--- config.mk ---
export PLATFORM = sky130hd
export DESIGN_NAME = tmif_top
export DESIGN_NICKNAME = d
export VERILOG_FILES = /design/src/design/tmif_sticky.v /design/src/design/tmif_top.v
export VERILOG_INCLUDE_DIRS = /design/src /design/src/design
export SDC_FILE = /design/constraint.sdc
export NUM_CORES = 1
export LEC_CHECK = 0
export BUFFER_PORTS_ARGS = -buffer_cell sky130_fd_sc_hd__buf_4
export CAP_MARGIN = 15
export CORE_ASPECT_RATIO = 0.9
export CORE_MARGIN = 2
export CORE_UTILIZATION = 53
export DETAILED_ROUTE_END_ITERATION = 16
export PLACE_DENSITY = 0.85
export RECOVER_POWER = 100
export SETUP_SLACK_MARGIN = 0.4
export SLEW_MARGIN = 20
export SYNTH_ARGS = -nofsm -noshare
export SYNTH_HDL_FRONTEND = slang
export SYNTH_SLANG_ARGS = --single-unit
--- constraint.sdc ---
create_clock -name pclk -period 4.69 [get_ports pclk]
set_clock_uncertainty 0.1 [all_clocks]
set_input_delay 0.469 -clock pclk [delete_from_list [all_inputs] [get_ports pclk]]
set_output_delay 0.469 -clock pclk [all_outputs]
set_load 0.02 [all_outputs]
--- src/design/tmif_defines.vh ---
// Register map, field positions and reset values of the timer match interrupt flags
`ifndef TMIF_DEFINES_VH
`define TMIF_DEFINES_VH

`define TMIF_ADDR_W 8
`define TMIF_OFS_TICK2 8'h00
`define TMIF_OFS_MATCH_A 8'h04
`define TMIF_OFS_MATCH_B 8'h08
`define TMIF_OFS_CTRL 8'h0C
`define TMIF_OFS_SHARED 8'h10
`define TMIF_OFS_STATUS 8'h14
`define TMIF_OFS_MASK 8'h18

`define TMIF_TICK2_FLAG_BIT 4
`define TMIF_TICK2_EN_BIT 0
`define TMIF_T0P_FLAG_BIT 4
`define TMIF_T0A_FLAG_BIT 5
`define TMIF_T1P_FLAG_BIT 6
`define TMIF_T1A_FLAG_BIT 7
`define TMIF_T0P_EN_BIT 0
`define TMIF_T0A_EN_BIT 1
`define TMIF_T1P_EN_BIT 2
`define TMIF_T1A_EN_BIT 3
`define TMIF_T2P_FLAG_BIT 4
`define TMIF_T2A_FLAG_BIT 5
`define TMIF_T2B_FLAG_BIT 6
`define TMIF_T2P_EN_BIT 0
`define TMIF_T2A_EN_BIT 1
`define TMIF_T2B_EN_BIT 2

`define TMIF_CTRL_GIE_BIT 0
`define TMIF_CTRL_SH0_EN_BIT 1
`define TMIF_CTRL_SH1_EN_BIT 2

`define TMIF_EVT_W 8
`define TMIF_EVT_TICK2 0
`define TMIF_EVT_T0P 1
`define TMIF_EVT_T0A 2
`define TMIF_EVT_T1P 3
`define TMIF_EVT_T1A 4
`define TMIF_EVT_T2P 5
`define TMIF_EVT_T2A 6
`define TMIF_EVT_T2B 7

`define TMIF_VEC_TICK2 2'h0
`define TMIF_VEC_SHARED0 2'h1
`define TMIF_VEC_SHARED1 2'h2

`define TMIF_RST_BYTE 8'h00
`define TMIF_RST_WORD 32'h00000000

`endif

--- src/design/tmif_sticky.v ---
// Bank of sticky flags: hardware set wins over software write or clear
`timescale 1ns/100ps
`default_nettype none
module tmif_sticky #(
  parameter N = 8
) (
  input wire pclk,
  input wire presetn,
  input wire [N-1:0] set,
  input wire [N-1:0] clr,
  input wire wr_en,
  input wire [N-1:0] wr_data,
  output reg [N-1:0] q_reg
);
  reg [N-1:0] q_next;

  always @* begin
    q_next = wr_en ? wr_data : q_reg;
    q_next = (q_next & ~clr) | set;
  end

  always @(posedge pclk or negedge presetn) begin
    if (!presetn) begin
      q_reg <= {N{1'b0}};
    end else begin
      q_reg <= q_next;
    end
  end
endmodule
`default_nettype wire

--- src/design/tmif_top.v ---
// Timer match and second time-base interrupt flags with APB register access
//
// Chosen here: the register addresses and the APB slave port.
`timescale 1ns/100ps
`default_nettype none
`include "tmif_defines.vh"
module tmif_top (
  input wire pclk,
  input wire presetn,
  input wire psel,
  input wire penable,
  input wire pwrite,
  input wire [31:0] paddr,
  input wire [31:0] pwdata,
  output reg [31:0] prdata,
  output reg pready,
  output reg pslverr,
  input wire tick2_evt,
  input wire tmr0_p_evt,
  input wire tmr0_a_evt,
  input wire tmr1_p_evt,
  input wire tmr1_a_evt,
  input wire tmr2_p_evt,
  input wire tmr2_a_evt,
  input wire tmr2_b_evt,
  input wire vec_ack,
  output reg vec_req,
  output reg [1:0] vec_id,
  output reg irq
);
  // Bus handshake and decode
  wire access = psel & penable & pready;
  wire [`TMIF_ADDR_W-1:0] addr = paddr[`TMIF_ADDR_W-1:0];
  wire upper_zero = (paddr[31:`TMIF_ADDR_W] == 24'h000000);

  function hit;
    input [`TMIF_ADDR_W-1:0] a;
    input [`TMIF_ADDR_W-1:0] ofs;
    input hi_ok;
    begin
      hit = hi_ok & (a == ofs);
    end
  endfunction

  wire sel_tick2 = hit(addr, `TMIF_OFS_TICK2, upper_zero);
  wire sel_ma = hit(addr, `TMIF_OFS_MATCH_A, upper_zero);
  wire sel_mb = hit(addr, `TMIF_OFS_MATCH_B, upper_zero);
  wire sel_ctrl = hit(addr, `TMIF_OFS_CTRL, upper_zero);
  wire sel_shared = hit(addr, `TMIF_OFS_SHARED, upper_zero);
  wire sel_status = hit(addr, `TMIF_OFS_STATUS, upper_zero);
  wire sel_mask = hit(addr, `TMIF_OFS_MASK, upper_zero);
  wire sel_any = sel_tick2 | sel_ma | sel_mb | sel_ctrl | sel_shared | sel_status | sel_mask;

  wire wr = access & pwrite;
  wire rd = access & ~pwrite;
  // First access edge; the answer follows one cycle later
  wire acc_first = psel & penable & ~pready;

  // Write strobes per register
  wire wr_tick2 = wr & sel_tick2;
  wire wr_ma = wr & sel_ma;
  wire wr_mb = wr & sel_mb;
  wire wr_ctrl = wr & sel_ctrl;
  wire wr_shared = wr & sel_shared;
  wire wr_mask = wr & sel_mask;

  // Vector taken by the core
  wire ack_taken = vec_ack & vec_req;

  // Enable bits
  reg tick2_irq_en_reg;
  reg [3:0] ma_en_reg;
  reg [2:0] mb_en_reg;
  reg global_irq_en_reg;
  reg [1:0] shared_en_reg;
  reg [`TMIF_EVT_W-1:0] mask_reg;

  // Request flags, one bank, event order
  wire [`TMIF_EVT_W-1:0] evt;
  wire [`TMIF_EVT_W-1:0] flag;
  reg [`TMIF_EVT_W-1:0] flag_wdata;
  reg flag_wen;
  reg [`TMIF_EVT_W-1:0] flag_clr;

  assign evt[`TMIF_EVT_TICK2] = tick2_evt;
  assign evt[`TMIF_EVT_T0P] = tmr0_p_evt;
  assign evt[`TMIF_EVT_T0A] = tmr0_a_evt;
  assign evt[`TMIF_EVT_T1P] = tmr1_p_evt;
  assign evt[`TMIF_EVT_T1A] = tmr1_a_evt;
  assign evt[`TMIF_EVT_T2P] = tmr2_p_evt;
  assign evt[`TMIF_EVT_T2A] = tmr2_a_evt;
  assign evt[`TMIF_EVT_T2B] = tmr2_b_evt;

  // Writes to one register touch only that register's flags
  always @* begin
    flag_wdata = flag;
    flag_wen = 1'b0;
    if (wr_tick2) begin
      flag_wen = 1'b1;
      flag_wdata[`TMIF_EVT_TICK2] = pwdata[`TMIF_TICK2_FLAG_BIT];
    end
    if (wr_ma) begin
      flag_wen = 1'b1;
      flag_wdata[`TMIF_EVT_T0P] = pwdata[`TMIF_T0P_FLAG_BIT];
      flag_wdata[`TMIF_EVT_T0A] = pwdata[`TMIF_T0A_FLAG_BIT];
      flag_wdata[`TMIF_EVT_T1P] = pwdata[`TMIF_T1P_FLAG_BIT];
      flag_wdata[`TMIF_EVT_T1A] = pwdata[`TMIF_T1A_FLAG_BIT];
    end
    if (wr_mb) begin
      flag_wen = 1'b1;
      flag_wdata[`TMIF_EVT_T2P] = pwdata[`TMIF_T2P_FLAG_BIT];
      flag_wdata[`TMIF_EVT_T2A] = pwdata[`TMIF_T2A_FLAG_BIT];
      flag_wdata[`TMIF_EVT_T2B] = pwdata[`TMIF_T2B_FLAG_BIT];
    end
  end

  // Events set flags regardless of their enables
  tmif_sticky #(
    .N(`TMIF_EVT_W)
  ) u_flags (
    .pclk(pclk),
    .presetn(presetn),
    .set(evt),
    .clr(flag_clr),
    .wr_en(flag_wen),
    .wr_data(flag_wdata),
    .q_reg(flag)
  );

  // Flags that become set this cycle
  wire [`TMIF_EVT_W-1:0] flag_next = (flag_wen ? flag_wdata : flag) | evt;
  wire [`TMIF_EVT_W-1:0] flag_rise = flag_next & ~flag & evt;
  wire sh0_set = |flag_rise[`TMIF_EVT_T1A:`TMIF_EVT_T0P];
  wire sh1_set = |flag_rise[`TMIF_EVT_T2B:`TMIF_EVT_T2P];

  // Enabled requests per vector
  wire tick2_req = flag[`TMIF_EVT_TICK2] & tick2_irq_en_reg;
  wire sh0_src = (flag[`TMIF_EVT_T0P] & ma_en_reg[`TMIF_T0P_EN_BIT]) |
                 (flag[`TMIF_EVT_T0A] & ma_en_reg[`TMIF_T0A_EN_BIT]) |
                 (flag[`TMIF_EVT_T1P] & ma_en_reg[`TMIF_T1P_EN_BIT]) |
                 (flag[`TMIF_EVT_T1A] & ma_en_reg[`TMIF_T1A_EN_BIT]);
  wire sh1_src = (flag[`TMIF_EVT_T2P] & mb_en_reg[`TMIF_T2P_EN_BIT]) |
                 (flag[`TMIF_EVT_T2A] & mb_en_reg[`TMIF_T2A_EN_BIT]) |
                 (flag[`TMIF_EVT_T2B] & mb_en_reg[`TMIF_T2B_EN_BIT]);

  // Shared request flags
  reg [1:0] shared_irq_flag_reg;
  reg [1:0] shared_next;
  wire ack_sh0 = ack_taken & (vec_id == `TMIF_VEC_SHARED0);
  wire ack_sh1 = ack_taken & (vec_id == `TMIF_VEC_SHARED1);
  wire ack_tick2 = ack_taken & (vec_id == `TMIF_VEC_TICK2);

  always @* begin
    flag_clr = {`TMIF_EVT_W{1'b0}};
    flag_clr[`TMIF_EVT_TICK2] = ack_tick2;
  end

  always @* begin
    shared_next = shared_irq_flag_reg;
    if (wr_shared) begin
      shared_next = pwdata[1:0];
    end
    if (ack_sh0) begin
      shared_next[0] = 1'b0;
    end
    if (ack_sh1) begin
      shared_next[1] = 1'b0;
    end
    shared_next[0] = shared_next[0] | sh0_set;
    shared_next[1] = shared_next[1] | sh1_set;
  end

  wire sh0_req = shared_irq_flag_reg[0] & shared_en_reg[0] & sh0_src;
  wire sh1_req = shared_irq_flag_reg[1] & shared_en_reg[1] & sh1_src;

  // Global enable, cleared by any serviced vector
  reg gie_next;
  always @* begin
    gie_next = global_irq_en_reg;
    if (wr_ctrl) begin
      gie_next = pwdata[`TMIF_CTRL_GIE_BIT];
    end
    if (ack_taken) begin
      gie_next = 1'b0;
    end
  end

  // Vector request, fixed priority: shared 0, shared 1, time base two
  reg vec_req_next;
  reg [1:0] vec_id_next;
  always @* begin
    vec_req_next = 1'b0;
    vec_id_next = vec_id;
    if (gie_next & ~ack_taken) begin
      if (sh0_req) begin
        vec_req_next = 1'b1;
        vec_id_next = `TMIF_VEC_SHARED0;
      end else if (sh1_req) begin
        vec_req_next = 1'b1;
        vec_id_next = `TMIF_VEC_SHARED1;
      end else if (tick2_req) begin
        vec_req_next = 1'b1;
        vec_id_next = `TMIF_VEC_TICK2;
      end
    end
  end

  // Interrupt status: sticky, cleared by a read, set wins
  wire [`TMIF_EVT_W-1:0] status;
  // A status read clears only the bits it returned; later events stay pending
  wire status_rd = rd & sel_status;
  wire [`TMIF_EVT_W-1:0] status_clr = {`TMIF_EVT_W{status_rd}} & prdata[`TMIF_EVT_W-1:0];
  wire [`TMIF_EVT_W-1:0] status_next = (status & ~status_clr) | evt;
  tmif_sticky #(
    .N(`TMIF_EVT_W)
  ) u_status (
    .pclk(pclk),
    .presetn(presetn),
    .set(evt),
    .clr(status_clr),
    .wr_en(1'b0),
    .wr_data({`TMIF_EVT_W{1'b0}}),
    .q_reg(status)
  );

  // Read mux
  reg [31:0] rdata;
  always @* begin
    rdata = `TMIF_RST_WORD;
    if (sel_tick2) begin
      rdata[`TMIF_TICK2_FLAG_BIT] = flag[`TMIF_EVT_TICK2];
      rdata[`TMIF_TICK2_EN_BIT] = tick2_irq_en_reg;
    end
    if (sel_ma) begin
      rdata[`TMIF_T0P_FLAG_BIT] = flag[`TMIF_EVT_T0P];
      rdata[`TMIF_T0A_FLAG_BIT] = flag[`TMIF_EVT_T0A];
      rdata[`TMIF_T1P_FLAG_BIT] = flag[`TMIF_EVT_T1P];
      rdata[`TMIF_T1A_FLAG_BIT] = flag[`TMIF_EVT_T1A];
      rdata[3:0] = ma_en_reg;
    end
    if (sel_mb) begin
      rdata[`TMIF_T2P_FLAG_BIT] = flag[`TMIF_EVT_T2P];
      rdata[`TMIF_T2A_FLAG_BIT] = flag[`TMIF_EVT_T2A];
      rdata[`TMIF_T2B_FLAG_BIT] = flag[`TMIF_EVT_T2B];
      rdata[2:0] = mb_en_reg;
    end
    if (sel_ctrl) begin
      rdata[`TMIF_CTRL_GIE_BIT] = global_irq_en_reg;
      rdata[`TMIF_CTRL_SH0_EN_BIT] = shared_en_reg[0];
      rdata[`TMIF_CTRL_SH1_EN_BIT] = shared_en_reg[1];
    end
    if (sel_shared) begin
      rdata[1:0] = shared_irq_flag_reg;
    end
    if (sel_status) begin
      rdata[`TMIF_EVT_W-1:0] = status;
    end
    if (sel_mask) begin
      rdata[`TMIF_EVT_W-1:0] = mask_reg;
    end
  end

  // Registers
  always @(posedge pclk or negedge presetn) begin
    if (!presetn) begin
      tick2_irq_en_reg <= 1'b0;
      ma_en_reg <= 4'h0;
      mb_en_reg <= 3'h0;
      global_irq_en_reg <= 1'b0;
      shared_en_reg <= 2'h0;
      shared_irq_flag_reg <= 2'h0;
      mask_reg <= `TMIF_RST_BYTE;
    end else begin
      if (wr_tick2) begin
        tick2_irq_en_reg <= pwdata[`TMIF_TICK2_EN_BIT];
      end
      if (wr_ma) begin
        ma_en_reg <= pwdata[3:0];
      end
      if (wr_mb) begin
        mb_en_reg <= pwdata[2:0];
      end
      if (wr_ctrl) begin
        shared_en_reg <= {pwdata[`TMIF_CTRL_SH1_EN_BIT], pwdata[`TMIF_CTRL_SH0_EN_BIT]};
      end
      if (wr_mask) begin
        mask_reg <= pwdata[`TMIF_EVT_W-1:0];
      end
      global_irq_en_reg <= gie_next;
      shared_irq_flag_reg <= shared_next;
    end
  end

  // Vector outputs
  always @(posedge pclk or negedge presetn) begin
    if (!presetn) begin
      vec_req <= 1'b0;
      vec_id <= `TMIF_VEC_TICK2;
    end else begin
      vec_req <= vec_req_next;
      vec_id <= vec_id_next;
    end
  end

  // Level interrupt: any unmasked status bit, this cycle's events included
  always @(posedge pclk or negedge presetn) begin
    if (!presetn) begin
      irq <= 1'b0;
    end else begin
      irq <= |(status_next & mask_reg);
    end
  end

  // Bus response: one wait state on every transfer
  always @(posedge pclk or negedge presetn) begin
    if (!presetn) begin
      pready <= 1'b0;
      pslverr <= 1'b0;
      prdata <= `TMIF_RST_WORD;
    end else begin
      pready <= acc_first;
      pslverr <= acc_first & ~sel_any;
      if (acc_first & ~pwrite) begin
        prdata <= rdata;
      end
    end
  end
endmodule
`default_nettype wire

[Yosys cells after proc, flatten, opt, wreduce, memory -nomap -nowiden]
Cells that the tools add are included.
Operators by class
  equal/unequal tests: 8
  mux-type cells: 28
  bitwise logic cells: 67
  reductions and logical operators: 8
Operators with widths (count)
  $and 8x8->8: 6
  $and 1x1->1: 38
  $mux 8: 4
  $eq 8x5->1 const B: 3
  $logic_not 24->1: 1
  $or 8x8->8: 3
  $eq 8x4->1 const B: 2
  $not 8->8: 2
  $mux 1: 14
  $or 1x1->1: 13
  $mux 3: 4
  $mux 2: 5
  $eq 8x3->1 const B: 1
  $logic_not 8->1: 1
  $not 1->8: 1
  $reduce_or 8->1: 1
  $mux 4: 1
  $not 1->1: 4
  $reduce_or 4->1: 1
  $reduce_bool 3->1: 1
  $reduce_or 3->1: 1
  $eq 2x1->1 const B: 1
  $eq 2x2->1 const B: 1
  $logic_not 2->1: 1
  $reduce_and 2->1: 1
Word-level totals
  bits in registers: 51
  input bits: 78
  output and inout bits: 38
  logic and storage cells: 126

[Logic depth before layout (Yosys ltp)]
  depth in word-level cells: 13
  gate-level depth with buffers: 8
  gate-level depth less buffers: 7

[Modules after synthesis]
A second synthesis with hierarchy kept.
Second synthesis, totals
  cell total of the unflattened synthesis: 320
  area total of the unflattened synthesis: 3195.6 µm²
Modules (own cells, without submodules)
  tmif_top: instances 1, cells an instance 270, area each 2492.4 µm², sequential area each 875.8 µm²
  tmif_sticky: instances 2, cells an instance 25, area each 351.6 µm², sequential area each 200.2 µm²

[Worst setup path before layout]
No wires, ideal clock.
  path type: input port to flip-flop
  from: in paddr[4]
  to: reg mask_reg[0]
  library setup time: 0.125 ns
  data arrival time: 2.119 ns
  required time: 4.465 ns
  setup slack: 2.346 ns
  stages: 6
  buffers on the path: 1
  cells stage by stage: buf_2 -> inv_1 -> or4_1 -> or4_1 -> nor2_4 -> mux2_2
Between the ends
  longest elaborated chain between the ends: 3
RTL lines
  from (decl): line tmif_top.v:13  | input wire [31:0] paddr,
  $eq 8x5->1: line tmif_top.v:41  | hit = hi_ok & (a == ofs);
  $and 1x1->1: line tmif_top.v:41
  $and 1x1->1: line tmif_top.v:65  | wire wr_mask = wr & sel_mask;
  to (signal assigned): line tmif_top.v:272  | mask_reg <= `TMIF_RST_BYTE;
  to (signal assigned): line tmif_top.v:287  | mask_reg <= pwdata[`TMIF_EVT_W-1:0];
  to (decl): line tmif_top.v:76  | reg [`TMIF_EVT_W-1:0] mask_reg;
Every way passes these cells.
A chain may end at the register's enable or synchronous reset.

[Worst setup path in the final report]
  from: in paddr[25]
  to: reg prdata[0]
Between the ends
  longest elaborated chain between the ends: 9
  elaborated cells on any way between the ends: 15
  those cells by class: 7 x mux; 7 x bitwise; 1 x reduce/logical
RTL lines
  $logic_not 24->1 *: line tmif_top.v:34  | wire upper_zero = (paddr[31:`TMIF_ADDR_W] == 24'h000000);
  $and 1x1->1: line tmif_top.v:41
  $mux 1: line tmif_top.v:230  | if (sel_tick2) begin
  $mux 8: line tmif_top.v:234  | if (sel_ma) begin
  $mux 3: line tmif_top.v:241  | if (sel_mb) begin
  $mux 3: line tmif_top.v:247  | if (sel_ctrl) begin
  $mux 2: line tmif_top.v:252  | if (sel_shared) begin
  $mux 8: line tmif_top.v:255  | if (sel_status) begin
  $mux 8 *: line tmif_top.v:258  | if (sel_mask) begin
  to (signal assigned): line tmif_top.v:319  | prdata <= `TMIF_RST_WORD;
  to (signal assigned): line tmif_top.v:324  | prdata <= rdata;
  to (decl): line tmif_top.v:15  | output reg [31:0] prdata,
Every way passes the cells marked *; elsewhere a longest branch is shown, timed or not.

==> impl_metrics.toml <==
[power_and_ir_drop]
peakVddDrop_mv = 0.143
leakagePower_nw = 1.47
powerDensity_nw_per_um2 = 244

[detailed_routing]
route.detailed.drc = 0
drtIter0Drc = 224
routedWlPerCell_um = 17.8
finalWirelength_um = 7570
vias = 2594
avgViaCountPerCell = 6.10
drt_first_pass_iters = 5
antenna_left = 0

[global_routing]
grt_overflow = 0
grt_pass1_wl_um = 12300
globalRouteTotalUtil = 0.250
grt_max_degree = 52
grt_pass1_vias = 2467
antenna_found_initial = 0

[clock_network]
cts.sinks = 51
cts-htree-levels = 2
cts_hold_buf = 0
clockRootBuffer = "clkbuf_8"
post_cts_resized = 0
cts_inserted_buffers = 5
cts_tree = "done"
clk_pin_slew_ns = 0.09
worstSkewPairLatency_ns = 0.30
cts_setup_buffers = 0
clock_path_buffers = 2

[synthesis]
synth_enable_flop_cells = 0
ys_top_cells_by_count = "51 x dfrtp_1, 37 x nand2_1, 24 x buf_4"
ys_seq_area_frac = 0.426
yosysMostFrequentCell = "dfrtp_1"
netlist_area_sq_um = 2990
ys_async_sr_fraction = 1.00
netlist_instances = 290
netlist_top_cells_area = "dfrtp_1 43%, buf_4 6.0%, mux2_2 6.0%"
yosysWarnings = 0
yosysTopAreaCellShare = 0.426
synth-main-ff-cell = "dfrtp_1"
synth_cell_type_count = 54
synth_top_cell_by_area = "dfrtp_1"
ys_ff_latch = 51
syn-mean-instance-area_sq_um = 10.3

[timing]
hold_ws_ns = 0.270
finalSetupViolCount = 0
post-route-min-period_ns = 3.55
hold_viol = 0
tightest_slew_ns = 2.70
rsz0062_at_grt = "false"
slew_headroom = -0.799
period_share = 0.758
tns_ns = 0
max_freq_mhz = 281
report.final.slew_viol_count = 62

[setup_path]
worst-endpoint-arrival_ns = 3.65
rrSetupSlack_ns = 2.15
worstPathRequired_ns = 4.79
cp-end-kind = "flip-flop"
cp_max_fo = 14
worst-setup-path-type = "in -> reg"
crit_path_start_kind = "primary input"

[place]
numPortBuffers = 67
dp_hpwl_um = 5760
gp_congestion = 0.895

[final_layout]
drive_gt1_frac = 0.246
fill_cells = 456
fin_nets = 437
diodes = 0
area_growth_syn_to_layout_pct = 14.0

[die]
die_area_sq_um = 6260
rows = 25
initial_utilization = 0.560
core-area_sq_um = 5350
io-pin-count = 116
die_y_um = 75.3
die_w_um = 83.2

[run_status]
failed_checks = "capacitance limit, slew limit"
status = "finished with violations"

[hold_path]
min_path_type = "in -> reg"

[job]
max_cap_violations = 2
## layout by cell type, fill, tap and decap left out, drive strengths merged, types with 2 or more instances in the layout
| cell type | synthesis | final |
|---|---|---|
| a21boi | 3 | 3 |
| a21oi | 8 | 8 |
| a222oi | 2 | 2 |
| a22o | 3 | 3 |
| a22oi | 8 | 8 |
| a31oi | 4 | 4 |
| a41oi | 5 | 5 |
| buf | 28 | 52 |
| clkbuf | 1 | 22 |
| conb | 1 | 24 |
| dfrtp | 51 | 51 |
| inv | 10 | 10 |
| mux2 | 22 | 22 |
| mux2i | 10 | 10 |
| nand2 | 37 | 37 |
| nand3 | 9 | 9 |
| nand4 | 4 | 4 |
| nor2 | 20 | 20 |
| nor2b | 5 | 5 |
| nor3 | 5 | 5 |
| nor4 | 16 | 16 |
| o21ai | 11 | 11 |
| o22ai | 2 | 2 |
| or2 | 4 | 4 |
| or3 | 4 | 4 |
| or4 | 3 | 3 |
## worst max-delay path: stages
cell       delay, ns
clkbuf_4        0.11
nor4_1          0.32
nand4_1         0.67
nor4_1          1.48
nor2b_1         0.23
a2111oi_0       0.08
mux2_1          0.30
## per-stage QoR
stage	instances	total power [W]	cell area (sq um)	util	setup WS, ns
2_1_floorplan	313	0.000550	3080	-	2.35
5_1_grt	425	0.000864	3410	0.638	0.896
6_report	425	0.000833	3410	0.638	1.14
3_3_place_gp	419	0.000615	3460	0.647	1.67
3_5_place_dp	419	0.000618	3460	0.647	1.59
4_1_cts	425	0.000847	3540	0.661	1.92
## routing by layer
metal  vias to the layer above  GRT usage  part of all wire
met5                         -          0                 0
met4                         0      0.100             0.021
met3                        17     0.0618             0.089
met2                       153      0.418              0.48
met1                      1266      0.323              0.41
li1                       1158          -                 -
## worst paths after layout
kind | end | from | cells past startpoint
max | prdata[0] | paddr[25] | 7
min | u_status.q_reg[3] | tmr1_p_evt | 2
min reg2reg | u_status.q_reg[7] | u_status.q_reg[7] | 2
max in group asynchronous | u_flags.q_reg[4] | presetn | 1
min in group asynchronous | shared_en_reg[0] | presetn | 1
max reg2reg | mb_en_reg[1] | pready | 3
## power breakdown
part           switching, W  internal [W]
logic             0.0000848     0.0000479
clock network      0.000135     0.0000998
registers         0.0000133      0.000452
## kinds of logic after synthesis
| logic type | share of synthesized area |
|---|---|
| AOI/OAI and AO/OA | 0.128 |
| muxes | 0.129 |
| other | 0.00125 |
| and+or+nand+nor | 0.233 |
| DFF | 0.426 |
| buffers and inverters | 0.0828 |
## layout make-up
class | count | area, sq um | area share
multi-input combinational | 223 | 1490 | 0.436
sequential | 51 | 1280 | 0.374
timing repair buffer | 68 | 454 | 0.133
tap | 67 | 83.8 | 0.0246
clock buffer | 6 | 72.6 | 0.0213
inverter | 10 | 37.5 | 0.0110
No activity file was read; power rests on OpenSTA's default activity.
